### config.mk
export PLATFORM = sky130hd
export DESIGN_NAME = fsc_flash_ctrl
export DESIGN_NICKNAME = d
export VERILOG_FILES = /design/src/fsc_pkg.sv /design/src/fsc_flash_ctrl.sv /design/src/fsc_bus_cycle.sv
export SDC_FILE = /design/constraint.sdc
export NUM_CORES = 1
export LEC_CHECK = 0
export ABC_AREA = 1
export ABC_CLOCK_PERIOD_IN_PS = 7400
export BUFFER_PORTS_ARGS = -buffer_cell sky130_fd_sc_hd__buf_2
export CORE_MARGIN = 2
export CORE_UTILIZATION = 40
export CTS_CLUSTER_SIZE = 16
export DETAILED_ROUTE_END_ITERATION = 10
export PLACE_DENSITY = 0.63
export RECOVER_POWER = 50
export SYNTH_ARGS = -nofsm -noshare
export SYNTH_HDL_FRONTEND = slang
export SYNTH_SLANG_ARGS = --single-unit
### constraint.sdc
create_clock -name CLK_SYS -period 7.4 [get_ports CLK_SYS]
set_clock_uncertainty 0.2 [all_clocks]
set_input_delay 0.74 -clock CLK_SYS [delete_from_list [all_inputs] [get_ports CLK_SYS]]
set_output_delay 0.74 -clock CLK_SYS [all_outputs]
set_load 0.02 [all_outputs]
### src/fsc_pkg.sv
package fsc_pkg;

  // Clock period of CLK_SYS
  localparam int CLK_PERIOD_NS = 20;

  // Flash bus timing, in nanoseconds
  localparam int T_SETUP_NS = 20;
  localparam int T_WP_NS = 50;
  localparam int T_ACC_NS = 90;
  localparam int T_HOLD_NS = 20;
  localparam int T_RESET_LOW_NS = 500;
  localparam int T_RESET_REC_NS = 200;

  // Least time rounds up to whole cycles, never below one
  function automatic int ceil_cyc(input int ns);
    int c;
    c = (ns + CLK_PERIOD_NS - 1) / CLK_PERIOD_NS;
    return (c < 1) ? 1 : c;
  endfunction : ceil_cyc

  localparam logic [7:0] C_SETUP = 8'(ceil_cyc(T_SETUP_NS));
  localparam logic [7:0] C_WP = 8'(ceil_cyc(T_WP_NS));
  localparam logic [7:0] C_ACC = 8'(ceil_cyc(T_ACC_NS));
  localparam logic [7:0] C_HOLD = 8'(ceil_cyc(T_HOLD_NS));
  localparam logic [7:0] C_RESET_LOW = 8'(ceil_cyc(T_RESET_LOW_NS));
  localparam logic [7:0] C_RESET_REC = 8'(ceil_cyc(T_RESET_REC_NS));

  // Software register offsets
  localparam logic [3:0] REG_CTRL = 4'h0;
  localparam logic [3:0] REG_ADDR = 4'h1;
  localparam logic [3:0] REG_WDATA = 4'h2;
  localparam logic [3:0] REG_CFG = 4'h3;
  localparam logic [3:0] REG_STATUS = 4'h4;
  localparam logic [3:0] REG_RDATA = 4'h5;

  // Status register fields
  localparam int ST_BUSY_BIT = 0;
  localparam int ST_DONE_BIT = 1;
  localparam int ST_FAIL_BIT = 2;
  localparam int ST_TMO_BIT = 3;
  localparam int ST_CFG_LSB = 4;

  // Operation codes written to the control register
  localparam logic [2:0] OP_READ = 3'h0;
  localparam logic [2:0] OP_PROGRAM = 3'h1;
  localparam logic [2:0] OP_CHIP_ERASE = 3'h2;
  localparam logic [2:0] OP_SECTOR_ERASE = 3'h3;
  localparam logic [2:0] OP_SET_CONFIG = 3'h4;
  localparam logic [2:0] OP_ID_EXIT = 3'h5;
  localparam logic [2:0] OP_RESET = 3'h6;

  // Command sequence addresses and codes
  localparam logic [19:0] UNLOCK1_ADDR = 20'h00555;
  localparam logic [19:0] UNLOCK2_ADDR = 20'h002AA;
  localparam logic [7:0] UNLOCK1_DATA = 8'hAA;
  localparam logic [7:0] UNLOCK2_DATA = 8'h55;
  localparam logic [7:0] CMD_PROGRAM = 8'hA0;
  localparam logic [7:0] CMD_ERASE = 8'h80;
  localparam logic [7:0] CMD_CHIP_ERASE = 8'h10;
  localparam logic [7:0] CMD_SECTOR_ERASE = 8'h30;
  localparam logic [7:0] CMD_SET_CONFIG = 8'hE0;
  localparam logic [7:0] CMD_ID_EXIT = 8'hF0;

  // Status-mode setting values
  localparam logic [1:0] CFG_AUTO_READ = 2'h0;
  localparam logic [1:0] CFG_HOLD_STATUS = 2'h1;

  // Status bit positions on the data bus
  localparam int POLL_BIT = 7;
  localparam int TOGGLE_BIT = 6;
  localparam int FAIL_BIT = 5;

endpackage : fsc_pkg

### src/fsc_flash_ctrl.sv
// How it works
// [RQ1] Read with CE, OE low, WE high
// [RQ2] Bus released whenever CE or OE high
// [RQ3] Device starts in read mode; commands otherwise
// [RQ4] Command codes in low byte, upper zero
// [RQ5] Write: WE pulse with CE low, OE high
// [RQ6] Data held through first rising strobe edge
// [RQ7] Reset low aborts operation, bus floats
// [RQ8] After reset device returns to read
// [RQ9] Erased bits read one; erase before reprogramming
// [RQ10] Chip erase is six cycles, self-timed
// [RQ11] Chip erase skips locked sectors
// [RQ12] Sector erase: six cycles, sector address, 30H
// [RQ13] Protected sector erase ends in 2 us
// [RQ14] Word program is four cycles, self-timed
// [RQ15] Commands during programming are ignored
// [RQ16] Programming never turns zero into one
// [RQ17] Reset during programming corrupts that word
// [RQ18] Status mode 00 or 01, set by command
// [RQ19] Mode 01 needs exit command after success
// [RQ20] Any failure needs exit command
// [RQ21] Status mode survives reset pin
// [RQ22] Mode 00: poll bit complemented or zero
// [RQ23] Mode 01: poll bit low until done
// [RQ24] Toggle bit flips each read while busy
// [RQ25] Fail bit high on failure
// [RQ26] Mismatched write abandons sequence to read
//
// The placing of the registers and strobed register access were left to the implementer.
module fsc_flash_ctrl #(
  parameter int POLL_LIMIT = 2000000
) (
  // Clock and reset
  input wire logic CLK_SYS,
  input wire logic RST,
  // Software register port
  input wire logic [3:0] REG_ADDR,
  input wire logic [31:0] REG_WDATA,
  input wire logic REG_WR,
  input wire logic REG_RD,
  output logic [31:0] REG_RDATA,
  // Flash pins
  output logic [19:0] FLASH_ADDR,
  input wire logic [15:0] FLASH_DQ_I,
  output logic [15:0] FLASH_DQ_O,
  output logic FLASH_DQ_OE,
  output logic FLASH_CE_N,
  output logic FLASH_OE_N,
  output logic FLASH_WE_N,
  output logic FLASH_RESET_N
);

  typedef enum logic [3:0] {
    ST_IDLE, ST_SEQ, ST_SEQ_WAIT, ST_POLL1, ST_POLL1_WAIT, ST_POLL2, ST_POLL2_WAIT,
    ST_EXIT, ST_EXIT_WAIT, ST_READ_WAIT, ST_RST_LOW, ST_RST_REC
  } fsc_state_t;

  fsc_state_t state_q;
  logic [2:0] op_q, step_q;
  logic [19:0] addr_q, cyc_addr_q;
  logic [15:0] wdata_q, rdata_q, cyc_data_q, cyc_rdata;
  logic [1:0] cfg_new_q, cfg_q;
  logic [7:0] rst_cnt_q;
  logic [31:0] poll_cnt_q;
  logic tog_q, done_q, fail_q, tmo_q, cyc_start_q, cyc_wr_q, cyc_done;
  logic [35:0] seq_word, exit_word;
  logic seq_last, exit_last, op_go, poll_fin;

  // Number of bus cycles in each command sequence
  function automatic logic [2:0] seq_len(input logic [2:0] op);
    case (op)
      fsc_pkg::OP_PROGRAM: seq_len = 3'h4; // [RQ14]
      fsc_pkg::OP_SET_CONFIG: seq_len = 3'h4; // [RQ18]
      fsc_pkg::OP_ID_EXIT: seq_len = 3'h3;
      default: seq_len = 3'h6; // [RQ10] [RQ12]
    endcase
  endfunction : seq_len

  // Address and data of one step of a command sequence; codes use the low byte only
  function automatic logic [35:0] seq_step(input logic [2:0] op, input logic [2:0] idx,
                                           input logic [19:0] a, input logic [15:0] d,
                                           input logic [1:0] c);
    logic [35:0] r;
    r = {fsc_pkg::UNLOCK1_ADDR, 8'h00, fsc_pkg::UNLOCK1_DATA}; // [RQ4]
    case (idx)
      3'h1, 3'h4: r = {fsc_pkg::UNLOCK2_ADDR, 8'h00, fsc_pkg::UNLOCK2_DATA};
      3'h2: begin
        case (op)
          fsc_pkg::OP_PROGRAM: r = {fsc_pkg::UNLOCK1_ADDR, 8'h00, fsc_pkg::CMD_PROGRAM};
          fsc_pkg::OP_SET_CONFIG: r = {fsc_pkg::UNLOCK1_ADDR, 8'h00, fsc_pkg::CMD_SET_CONFIG};
          fsc_pkg::OP_ID_EXIT: r = {fsc_pkg::UNLOCK1_ADDR, 8'h00, fsc_pkg::CMD_ID_EXIT};
          default: r = {fsc_pkg::UNLOCK1_ADDR, 8'h00, fsc_pkg::CMD_ERASE};
        endcase
      end
      3'h3: begin
        if (op == fsc_pkg::OP_PROGRAM) begin
          r = {a, d}; // Word address and data, full 16 bits [RQ14]
        end else if (op == fsc_pkg::OP_SET_CONFIG) begin
          r = {fsc_pkg::UNLOCK1_ADDR, 14'h0000, c}; // [RQ18]
        end
      end
      3'h5: begin
        if (op == fsc_pkg::OP_CHIP_ERASE) begin
          r = {fsc_pkg::UNLOCK1_ADDR, 8'h00, fsc_pkg::CMD_CHIP_ERASE}; // [RQ10] [RQ11]
        end else begin
          r = {a, 8'h00, fsc_pkg::CMD_SECTOR_ERASE}; // Sector address on last cycle [RQ12]
        end
      end
      default: r = {fsc_pkg::UNLOCK1_ADDR, 8'h00, fsc_pkg::UNLOCK1_DATA};
    endcase
    return r;
  endfunction : seq_step

  // Step decode for the running command and for the exit command
  assign seq_word = seq_step(op_q, step_q, addr_q, wdata_q, cfg_new_q);
  assign exit_word = seq_step(fsc_pkg::OP_ID_EXIT, step_q, addr_q, wdata_q, cfg_new_q);
  assign seq_last = (step_q == seq_len(op_q) - 3'h1);
  assign exit_last = (step_q == seq_len(fsc_pkg::OP_ID_EXIT) - 3'h1);
  assign op_go = REG_WR && (REG_ADDR == fsc_pkg::REG_CTRL) && (state_q == ST_IDLE);

  // Operation complete: toggle stopped and, in mode 01, poll bit high
  assign poll_fin = (cyc_rdata[fsc_pkg::TOGGLE_BIT] == tog_q) && // [RQ24]
                    ((cfg_q != fsc_pkg::CFG_HOLD_STATUS) ||
                     cyc_rdata[fsc_pkg::POLL_BIT]); // [RQ23]

  // Operand registers, written only while idle so a running operation is never disturbed
  always_ff @(posedge CLK_SYS or posedge RST) begin
    if (RST) begin
      addr_q <= 20'h00000;
      wdata_q <= 16'h0000;
      cfg_new_q <= 2'h0;
      op_q <= 3'h0;
    end else if (REG_WR && state_q == ST_IDLE) begin
      case (REG_ADDR)
        fsc_pkg::REG_ADDR: addr_q <= REG_WDATA[19:0];
        fsc_pkg::REG_WDATA: wdata_q <= REG_WDATA[15:0];
        fsc_pkg::REG_CFG: cfg_new_q <= REG_WDATA[1:0];
        fsc_pkg::REG_CTRL: op_q <= REG_WDATA[2:0];
        default: ;
      endcase
    end
  end

  // Operation sequencer
  always_ff @(posedge CLK_SYS or posedge RST) begin
    if (RST) begin
      state_q <= ST_IDLE;
      step_q <= 3'h0;
      rst_cnt_q <= 8'h00;
      poll_cnt_q <= 32'h0000_0000;
      tog_q <= 1'b0;
      done_q <= 1'b0;
      fail_q <= 1'b0;
      tmo_q <= 1'b0;
      rdata_q <= 16'h0000;
      cfg_q <= fsc_pkg::CFG_AUTO_READ; // Power-up default 00 [RQ18]
      cyc_start_q <= 1'b0;
      cyc_wr_q <= 1'b0;
      cyc_addr_q <= 20'h00000;
      cyc_data_q <= 16'h0000;
      FLASH_RESET_N <= 1'b1;
    end else begin
      cyc_start_q <= 1'b0;
      case (state_q)
        ST_IDLE: begin
          if (op_go) begin
            done_q <= 1'b0;
            fail_q <= 1'b0;
            tmo_q <= 1'b0;
            step_q <= 3'h0;
            case (REG_WDATA[2:0])
              fsc_pkg::OP_READ: begin
                cyc_start_q <= 1'b1; // Plain array read [RQ1] [RQ3]
                cyc_wr_q <= 1'b0;
                cyc_addr_q <= addr_q;
                state_q <= ST_READ_WAIT;
              end
              fsc_pkg::OP_RESET: begin
                FLASH_RESET_N <= 1'b0; // Aborts any flash operation [RQ7] [RQ17]
                rst_cnt_q <= fsc_pkg::C_RESET_LOW - 8'h01;
                state_q <= ST_RST_LOW;
              end
              fsc_pkg::OP_ID_EXIT: state_q <= ST_EXIT;
              default: state_q <= ST_SEQ;
            endcase
          end
        end
        ST_SEQ: begin
          cyc_start_q <= 1'b1;
          cyc_wr_q <= 1'b1;
          cyc_addr_q <= seq_word[35:16];
          cyc_data_q <= seq_word[15:0];
          state_q <= ST_SEQ_WAIT;
        end
        ST_SEQ_WAIT: begin
          if (cyc_done) begin
            // Sequences are always issued whole, never abandoned midway [RQ26]
            if (seq_last) begin
              if (op_q == fsc_pkg::OP_SET_CONFIG) begin
                cfg_q <= cfg_new_q; // Only this command changes the mode [RQ18] [RQ21]
                done_q <= 1'b1;
                state_q <= ST_IDLE;
              end else begin
                poll_cnt_q <= 32'h0000_0000;
                state_q <= ST_POLL1;
              end
            end else begin
              step_q <= step_q + 3'h1;
              state_q <= ST_SEQ;
            end
          end
        end
        ST_POLL1, ST_POLL2: begin
          // Status reads only while busy; no command is written [RQ15]
          cyc_start_q <= 1'b1;
          cyc_wr_q <= 1'b0;
          cyc_addr_q <= addr_q; // Last loaded word for program polling [RQ22]
          state_q <= (state_q == ST_POLL1) ? ST_POLL1_WAIT : ST_POLL2_WAIT;
        end
        ST_POLL1_WAIT: begin
          if (cyc_done) begin
            tog_q <= cyc_rdata[fsc_pkg::TOGGLE_BIT];
            rdata_q <= cyc_rdata; // First word of the pair, kept for the fail check
            state_q <= ST_POLL2;
          end
        end
        ST_POLL2_WAIT: begin
          if (cyc_done) begin
            rdata_q <= cyc_rdata;
            step_q <= 3'h0;
            // Settled array data may hold a one in the fail bit (erased words do), so the
            // fail bit counts only while poll_fin is false (toggle running, or poll bit low in mode 01) and on both reads of the pair [RQ9]
            if (poll_fin) begin
              if (cfg_q == fsc_pkg::CFG_HOLD_STATUS) begin
                state_q <= ST_EXIT; // [RQ19]
              end else begin
                done_q <= 1'b1; // Device back in read mode by itself [RQ19]
                state_q <= ST_IDLE;
              end
            end else if (cyc_rdata[fsc_pkg::FAIL_BIT] && rdata_q[fsc_pkg::FAIL_BIT]) begin
              fail_q <= 1'b1; // Failed, protected or zero raised to one [RQ25] [RQ13] [RQ16]
              state_q <= ST_EXIT; // Exit needed after failure [RQ20]
            end else if (poll_cnt_q == 32'(POLL_LIMIT)) begin
              tmo_q <= 1'b1;
              fail_q <= 1'b1;
              state_q <= ST_EXIT;
            end else begin
              poll_cnt_q <= poll_cnt_q + 32'h0000_0001;
              state_q <= ST_POLL1;
            end
          end
        end
        ST_EXIT: begin
          cyc_start_q <= 1'b1;
          cyc_wr_q <= 1'b1;
          cyc_addr_q <= exit_word[35:16];
          cyc_data_q <= exit_word[15:0];
          state_q <= ST_EXIT_WAIT;
        end
        ST_EXIT_WAIT: begin
          if (cyc_done) begin
            if (exit_last) begin
              done_q <= 1'b1;
              state_q <= ST_IDLE;
            end else begin
              step_q <= step_q + 3'h1;
              state_q <= ST_EXIT;
            end
          end
        end
        ST_READ_WAIT: begin
          if (cyc_done) begin
            rdata_q <= cyc_rdata;
            done_q <= 1'b1;
            state_q <= ST_IDLE;
          end
        end
        ST_RST_LOW: begin
          if (rst_cnt_q == 8'h00) begin
            FLASH_RESET_N <= 1'b1; // Device resumes in read mode [RQ8]
            rst_cnt_q <= fsc_pkg::C_RESET_REC - 8'h01;
            state_q <= ST_RST_REC;
          end else begin
            rst_cnt_q <= rst_cnt_q - 8'h01;
          end
        end
        ST_RST_REC: begin
          if (rst_cnt_q == 8'h00) begin
            done_q <= 1'b1;
            state_q <= ST_IDLE;
          end else begin
            rst_cnt_q <= rst_cnt_q - 8'h01;
          end
        end
        default: state_q <= ST_IDLE;
      endcase
    end
  end

  // Register read port, data valid the cycle after the strobe
  always_ff @(posedge CLK_SYS or posedge RST) begin
    if (RST) begin
      REG_RDATA <= 32'h0000_0000;
    end else if (REG_RD) begin
      REG_RDATA <= 32'h0000_0000;
      case (REG_ADDR)
        fsc_pkg::REG_CTRL: REG_RDATA[2:0] <= op_q;
        fsc_pkg::REG_ADDR: REG_RDATA[19:0] <= addr_q;
        fsc_pkg::REG_WDATA: REG_RDATA[15:0] <= wdata_q;
        fsc_pkg::REG_CFG: REG_RDATA[1:0] <= cfg_new_q;
        fsc_pkg::REG_STATUS: begin
          REG_RDATA[fsc_pkg::ST_BUSY_BIT] <= (state_q != ST_IDLE);
          REG_RDATA[fsc_pkg::ST_DONE_BIT] <= done_q;
          REG_RDATA[fsc_pkg::ST_FAIL_BIT] <= fail_q;
          REG_RDATA[fsc_pkg::ST_TMO_BIT] <= tmo_q;
          REG_RDATA[fsc_pkg::ST_CFG_LSB +: 2] <= cfg_q;
        end
        fsc_pkg::REG_RDATA: REG_RDATA[15:0] <= rdata_q;
        default: ;
      endcase
    end
  end

  // Single flash bus cycle engine
  fsc_bus_cycle u_cycle (
    .clk(CLK_SYS), .rst(RST), .start(cyc_start_q), .is_write(cyc_wr_q),
    .addr(cyc_addr_q), .wdata(cyc_data_q), .done(cyc_done), .rdata(cyc_rdata),
    .fl_addr(FLASH_ADDR), .dq_i(FLASH_DQ_I), .dq_o(FLASH_DQ_O), .dq_oe(FLASH_DQ_OE),
    .ce_n(FLASH_CE_N), .oe_n(FLASH_OE_N), .we_n(FLASH_WE_N)
  );

endmodule : fsc_flash_ctrl

### src/fsc_bus_cycle.sv
module fsc_bus_cycle (
  // Clock and reset
  input wire logic clk,
  input wire logic rst,
  // Cycle request
  input wire logic start,
  input wire logic is_write,
  input wire logic [19:0] addr,
  input wire logic [15:0] wdata,
  output logic done,
  output logic [15:0] rdata,
  // Flash pins
  output logic [19:0] fl_addr,
  input wire logic [15:0] dq_i,
  output logic [15:0] dq_o,
  output logic dq_oe,
  output logic ce_n,
  output logic oe_n,
  output logic we_n
);

  typedef enum logic [1:0] {CY_IDLE, CY_SETUP, CY_STROBE, CY_HOLD} fsc_cyc_t;

  fsc_cyc_t state_q;
  logic [7:0] cnt_q;
  logic wr_q;

  // One flash bus cycle: setup, strobe, hold
  always_ff @(posedge clk or posedge rst) begin
    if (rst) begin
      state_q <= CY_IDLE;
      cnt_q <= 8'h00;
      wr_q <= 1'b0;
      done <= 1'b0;
      rdata <= 16'h0000;
      fl_addr <= 20'h00000;
      dq_o <= 16'h0000;
      dq_oe <= 1'b0;
      ce_n <= 1'b1;
      oe_n <= 1'b1;
      we_n <= 1'b1;
    end else begin
      done <= 1'b0;
      case (state_q)
        CY_IDLE: begin
          if (start) begin
            wr_q <= is_write;
            fl_addr <= addr;
            ce_n <= 1'b0;
            oe_n <= 1'b1;
            dq_o <= wdata;
            dq_oe <= is_write;
            cnt_q <= fsc_pkg::C_SETUP - 8'h01;
            state_q <= CY_SETUP;
          end
        end
        CY_SETUP: begin
          if (cnt_q == 8'h00) begin
            // Write pulses WE low with CE low and OE high [RQ5]
            if (wr_q) begin
              we_n <= 1'b0;
              cnt_q <= fsc_pkg::C_WP - 8'h01;
            end else begin
              oe_n <= 1'b0; // Read with WE high, bus released [RQ1]
              cnt_q <= fsc_pkg::C_ACC - 8'h01;
            end
            state_q <= CY_STROBE;
          end else begin
            cnt_q <= cnt_q - 8'h01;
          end
        end
        CY_STROBE: begin
          if (cnt_q == 8'h00) begin
            if (wr_q) begin
              we_n <= 1'b1; // Data still driven on this first rising edge [RQ6]
            end else begin
              rdata <= dq_i;
              oe_n <= 1'b1; // Device releases the bus after this [RQ2]
            end
            cnt_q <= fsc_pkg::C_HOLD - 8'h01;
            state_q <= CY_HOLD;
          end else begin
            cnt_q <= cnt_q - 8'h01;
          end
        end
        CY_HOLD: begin
          if (cnt_q == 8'h00) begin
            ce_n <= 1'b1;
            dq_oe <= 1'b0;
            done <= 1'b1;
            state_q <= CY_IDLE;
          end else begin
            cnt_q <= cnt_q - 8'h01;
          end
        end
        default: state_q <= CY_IDLE;
      endcase
    end
  end

endmodule : fsc_bus_cycle

After elaboration in Yosys (flattened, before gate mapping)

Index checks and enable logic that the tools add are counted.

Bitwise gates (word level): 1
Multiplexer cells: 114
Reductions and logical operators: 55
$add $sub $neg: 5
Equal/unequal tests: 68

Operators by type and width:

| cell                                                   | count |
|---|---|
| two-way mux 32 bit                                     | 7 |
| one-hot mux 36 bit (4 select lines)                    | 1 |
| one-hot mux 36 bit (3 select lines)                    | 1 |
| one-hot mux 20 bit (4 select lines)                    | 1 |
| two-way mux 36 bit                                     | 2 |
| two-way mux 8 bit                                      | 9 |
| one-hot mux 32 bit (2 select lines)                    | 1 |
| two-way mux 4 bit                                      | 11 |
| one-hot mux 4 bit (11 select lines)                    | 1 |
| two-way mux 20 bit                                     | 2 |
| inequality test 2 bit (second input constant)          | 20 |
| two-way mux 1 bit                                      | 39 |
| two-way mux 3 bit                                      | 11 |
| adder 32 x 1 -> 32 bit (second input constant)         | 1 |
| equality test 32 x 21 -> 1 bit (second input constant) | 1 |
| one-hot mux 16 bit (2 select lines)                    | 1 |
| one-hot mux 8 bit (4 select lines)                     | 1 |
| one-hot mux 10 bit (3 select lines)                    | 1 |
| inequality test 2 x 1 -> 1 bit (second input constant) | 13 |
| equality test 4 x 3 -> 1 bit (second input constant)   | 6 |
| one-hot mux 3 bit (4 select lines)                     | 2 |
| one-hot mux 8 bit (3 select lines)                     | 1 |
| one-hot mux 7 bit (3 select lines)                     | 1 |
| equality test 3 bit (second input constant)            | 6 |
| 44 further kinds                                       | 103 |

Input port bits: 56
Output and inout bits: 73
Bits in registers: 237

Depth between registers and ports, before layout

Word-level depth: 8
Gate-level depth with buffers: 16
Depth with buffers taken out: 14

Cells and area by module

From an unflattened synthesis, not the netlist that was laid out.

Cell total of the unflattened synthesis: 1,569
Area, all modules: 12,532.0 um^2

By module, submodules not included:

| module         | area an instance (um^2) | instances | cells each |
|---|---|---|---|
| fsc_flash_ctrl | 9,375.2                 | 1         | 1,281 |
| fsc_bus_cycle  | 3,156.8                 | 1         | 288 |

Worst setup path after synthesis

Ideal clock, no wire load.

Path kind: reg-to-reg
From: register op_q[2]
To: register poll_cnt_q[14]
Data arrival time: 2,125 ps
Path buffers: 2
Slack: 5,010 ps
Required time: 7,135 ps
Clock period less this slack: 2,390 ps
Cell stages (with the launch flop): 16
Cell sequence: dfrtp_1 -> inv_1 -> nand3_1 -> clkbuf_1 -> nand2_1 -> inv_1 -> ha_1 -> xnor2_1 -> nor2_1 -> nand2_1 -> nand2_1 -> nand2_4 -> a21oi_4 -> buf_6 -> nand2_1 -> nand2_1

Cells in the longest elaborated chain, start to end: 7
Elaborated cells between the ends (all ways): 10
Those cells by class: add/sub: 1; eq/ne: 6; mux: 1; reduce/logical: 2

Ends and longest elaborated chain:

| what                                                                       | RTL line                                    | RTL |
|---|---|---|
| start: declaration                                                         | fsc_flash_ctrl.sv:59                        | `logic [2:0] op_q, step_q;` |
| start signal: assignment                                                   | fsc_flash_ctrl.sv:138                       | `fsc_pkg::REG_CTRL: op_q <= REG_WDATA[2:0];` |
| equality test 3 x 1 -> 1 bit / equality test 3 bit (equally long branches) | fsc_flash_ctrl.sv:71, fsc_flash_ctrl.sv:199 |  |
| OR reduction 2 bit (no line)                                               | --                                          |  |
| one-hot mux 3 bit (2 select lines)                                         | fsc_flash_ctrl.sv:71                        | `case (op)` |
| subtractor 3 x 1 -> 3 bit                                                  | fsc_flash_ctrl.sv:117                       | `assign seq_last = (step_q == seq_len(op_q) - 3'h1);` |
| equality test 3 bit                                                        | fsc_flash_ctrl.sv:117                       |  |
| inequality test 2 bit (no line)                                            | --                                          |  |
| AND reduction 8 bit (no line) (*)                                          | --                                          |  |
| end signal: assignment                                                     | fsc_flash_ctrl.sv:248                       | `poll_cnt_q <= poll_cnt_q + 32'h0000_0001;` |
| end: declaration                                                           | fsc_flash_ctrl.sv:64                        | `logic [31:0] poll_cnt_q;` |

Mark *: on every way between the ends. The rest lies on a longest branch, timed or not.
A chain may end at the register's enable or synchronous reset.

Worst setup path in the final report

From: register state_q[3]
To: register cyc_addr_q[9]

Cells in the longest elaborated chain, start to end: 4
Elaborated cells between the ends (all ways): 12
Those cells by class: eq/ne: 6; mux: 1; reduce/logical: 5

Ends and longest elaborated chain:

| what                                                                         | RTL line              | RTL |
|---|---|---|
| start: declaration                                                           | fsc_flash_ctrl.sv:58  | `fsc_state_t state_q;` |
| start signal: assignment                                                     | fsc_flash_ctrl.sv:218 | `state_q <= (state_q == ST_POLL1) ? ST_POLL1_WAIT : ST_POLL2_WAIT;` |
| equality test 4 x 2 -> 1 bit, or another cell as far along                   | fsc_flash_ctrl.sv:164 | `case (state_q)` |
| OR reduction 2 bit / logical AND 1 bit (equally long branches)               | --                    |  |
| nonzero test 4 bit (no line) / inequality test 2 bit (equally long branches) | --                    |  |
| AND reduction 3 bit (no line)                                                | --                    |  |
| end signal: assignment                                                       | fsc_flash_ctrl.sv:175 | `cyc_addr_q <= addr_q;` |
| end signal: assignment                                                       | fsc_flash_ctrl.sv:191 | `cyc_addr_q <= seq_word[35:16];` |
| end signal: assignment                                                       | fsc_flash_ctrl.sv:217 | `cyc_addr_q <= addr_q;` |
| end: declaration                                                             | fsc_flash_ctrl.sv:60  | `logic [19:0] addr_q, cyc_addr_q;` |

Several ways; a longest one is shown, not always the timed one.

==> metrics.txt <==
Ports about 130; Core ar. a little over 30000 sq um; Worst-Skew Late Latency 0.55 ns; Hold Path End u_cycle.rdata[3]; data arrival time of the worst path ~3.6 ns; CP max stage delay around 1.1 ns; start point of the critical path state_q[3]; GP Congestion 0.890; outcome finished with violations; routed len/inst 14.9 um; Post-CTS Setup Inserts 0; yosys warns 0; top cells by area, synth dfrtp_1, nand2_1, o21ai_0; Syn Area/Cell around 7.8 sq um; post_cts resized 0; Hold Crit Depth 2; Rows 64; P&R area growth vs syn 13.3%; synth unique cells 45; leakage power approximately 6.7 nW; most frequent cells after synthesis nand2_1, dfrtp_1, inv_1; number of flops mapped to enable cells by yosys 0; CP max FO 36; RSZ-0062 raised after global routing no; post-layout util 0.460; leading area contributor after synthesis dfrtp_1; I/O Buffers 104; pre-CTS setup slack between 4 and 5 ns; final worst path period need around 3.4 ns; setup TNS 0 ns; Remaining Overflow, GRT 0; clk root buf clkbuf_16; Logic pwr share 0.355; Synth top area share 0.471; FF-to-FF End cyc_addr_q[9]; all-layer global routing usage 0.192; Internal roughly 3.2 mW; crit start category flip-flop; Die Y about 180 um; failing checks capacitance limit, slew limit; Remaining DRCs 0; via count 10400; design area 14000 sq um; post-DP HPWL around 23 mm; clock sinks between 200 and 250; synthesized area 12400 sq um; worst endpoint required time approximately 7.6 ns; register area share after synthesis 0.479; DIE AREA between 30000 and 40000 sq um; pins over their slew limit 36; Area after DPL approximately 13000 sq um; most numerous cell in the Yosys netlist nand2_1; antenna cell count 0; Tcrit/Tclk final 0.459; FF-to-FF Start state_q[3]; CTS tree done; CTS Buf Count 27; reg2reg path depth 9; Tightest Pin Transition 1.51 ns; Rel. slew slack -0.00426; sequential fraction of design power 0.380; vias in the first global route 9815; top_reg_cell synth dfrtp_1; Max Buffers Root-to-Sink 3; H-Tree Depth 1; starting density of the core 0.406; clk slew on worst S/H paths ~0.06 ns; cell count after synthesis roughly 1600; Sw Ratio 0.395; Fmax around 300 MHz; CP cell instances nor2_1 -> nand2_1 -> nor2_1 -> nand2_1 -> o21ai_2 -> clkbuf_1 -> inv_1 -> nor2_2 -> a21oi_1; Hold Path Class in2reg; critical path's slowest cell clkbuf_1; Psw roughly 2.1 mW; vias per std cell 4.95; crit path kind reg2reg; Pwr Total about 5.3 mW; final setup margin between 4 and 5 ns; final setup vio count 0; # hold bufs at CTS 0; initial antenna violation count 0; async set or reset register ratio after synthesis 1.00; DRT Pass-1 Iters 5; clock network power share 0.265; Die Width around 180 um; # Max-Cap Violations 1; Reg2Reg Setup Slack about 4 ns; post-layout net count approximately 1800; Pwr Density 375 nW/um^2; share of layout cells above drive strength 1 0.123; Worst IR Drop VDD 181 uV; first-pass GRT wire length approximately 51 mm; first-iteration detailed-routing DRC count 795; final hold vios 0; Worst Hold Launch FLASH_DQ_I[3]; post-route ant nets 0; largest net degree at the start of global routing ~140; DRT Wirelength 31.3 mm; crit end category flip-flop; flops & latches, synth ~240
==> cells by family after synthesis <==
group	share of synthesized area
fa+ha+maj	0.0162
mux	0.0376
other cells	0.000303
flops	0.479
buf+inv	0.0845
compound gates	0.106
simple gates	0.264
xor+xnor	0.0127
==> metal layers <==
metal / up-vias / global-route usage / part of all wire
met4: 0 / 0.0459 / 0.018
met5: - / 0 / 0
met2: 251 / 0.302 / 0.45
li1: 5227 / - / -
met3: 53 / 0.0257 / 0.050
met1: 4852 / 0.280 / 0.48
==> critical path, delay by kind of cell (launching register included) <==
kind	cells	cell delay (ns)
flops	1	0.52
compound gates	2	0.18
simple gates	5	1.01
buf+inv	2	1.35
==> area by class of cell <==
type / instances / area (sq um)
inverter: 190 / 714
timing repair buffer: 108 / 524
clock buffer: 38 / 737
sequential: 237 / 5940
tap: 396 / 495
multi-input combinational: 1117 / 5440
fill: 3038 / 16500
clock inverter: 12 / 190
==> how the worst max path moves through the flow <==
stage	endpoint	slack, ns	cells past startpoint
5_1_grt	cyc_addr_q[1]	3.67	9
6_report	cyc_addr_q[9]	4.00	9
2_1_floorplan	REG_RDATA[0]	3.36	1
3_3_place_gp	addr_q[16]	4.28	5
4_1_cts	poll_cnt_q[26]	4.32	14
3_5_place_dp	addr_q[16]	4.23	5
==> cells in the final DEF, fill, tap and decap left out, types with 8 or more instances in the layout <==
master     synthesis  layout
a21oi_1           49      49
buf_2             12      76
clkbuf_1          17      38
clkbuf_16          0      27
conb_1             1      12
dfrtp_1          233     233
ha_1              16      16
inv_1            177     176
inv_2             12      12
mux2_2            36      36
nand2_1          474     474
nand2_2            8       8
nand3_1           85      85
nand4_1           10      10
nor2_1           174     175
nor3_1            10      11
o21ai_0          149     149
o22ai_1           17      17
xor2_1            15      15
==> registers in the layout, indices dropped and copies added (netlist names), 16 cells and up <==
name / cells
poll_cnt_q: 32
REG_RDATA: 20
addr_q: 20
cyc_addr_q: 20
u_cycle.fl_addr: 20
cyc_data_q: 16
rdata_q: 16
u_cycle.dq_o: 16
u_cycle.rdata: 16
wdata_q: 16
==> stage by stage <==
stage,instances,hold WS [ns]
final,2098,0.226
after global routing,2098,0.210
after CTS,2098,0.0839
after detailed placement,2048,0.265
after global placement,2048,0.259
after floorplan,1598,0.242
==> power by group through the flow <==
| stage | sequential [mW] | combinational (mW) | clock [mW] |
|---|---|---|---|
| global placement | 2.01 | 1.85 | 0 |
| CTS | 2.00 | 1.90 | 1.43 |
| detailed placement | 2.02 | 1.89 | 0 |
| finish | 2.00 | 1.87 | 1.40 |
| floorplan | 2.05 | 1.36 | 0 |
| global route | 2.06 | 2.12 | 1.48 |
Power figures use the tool's default switching activity.
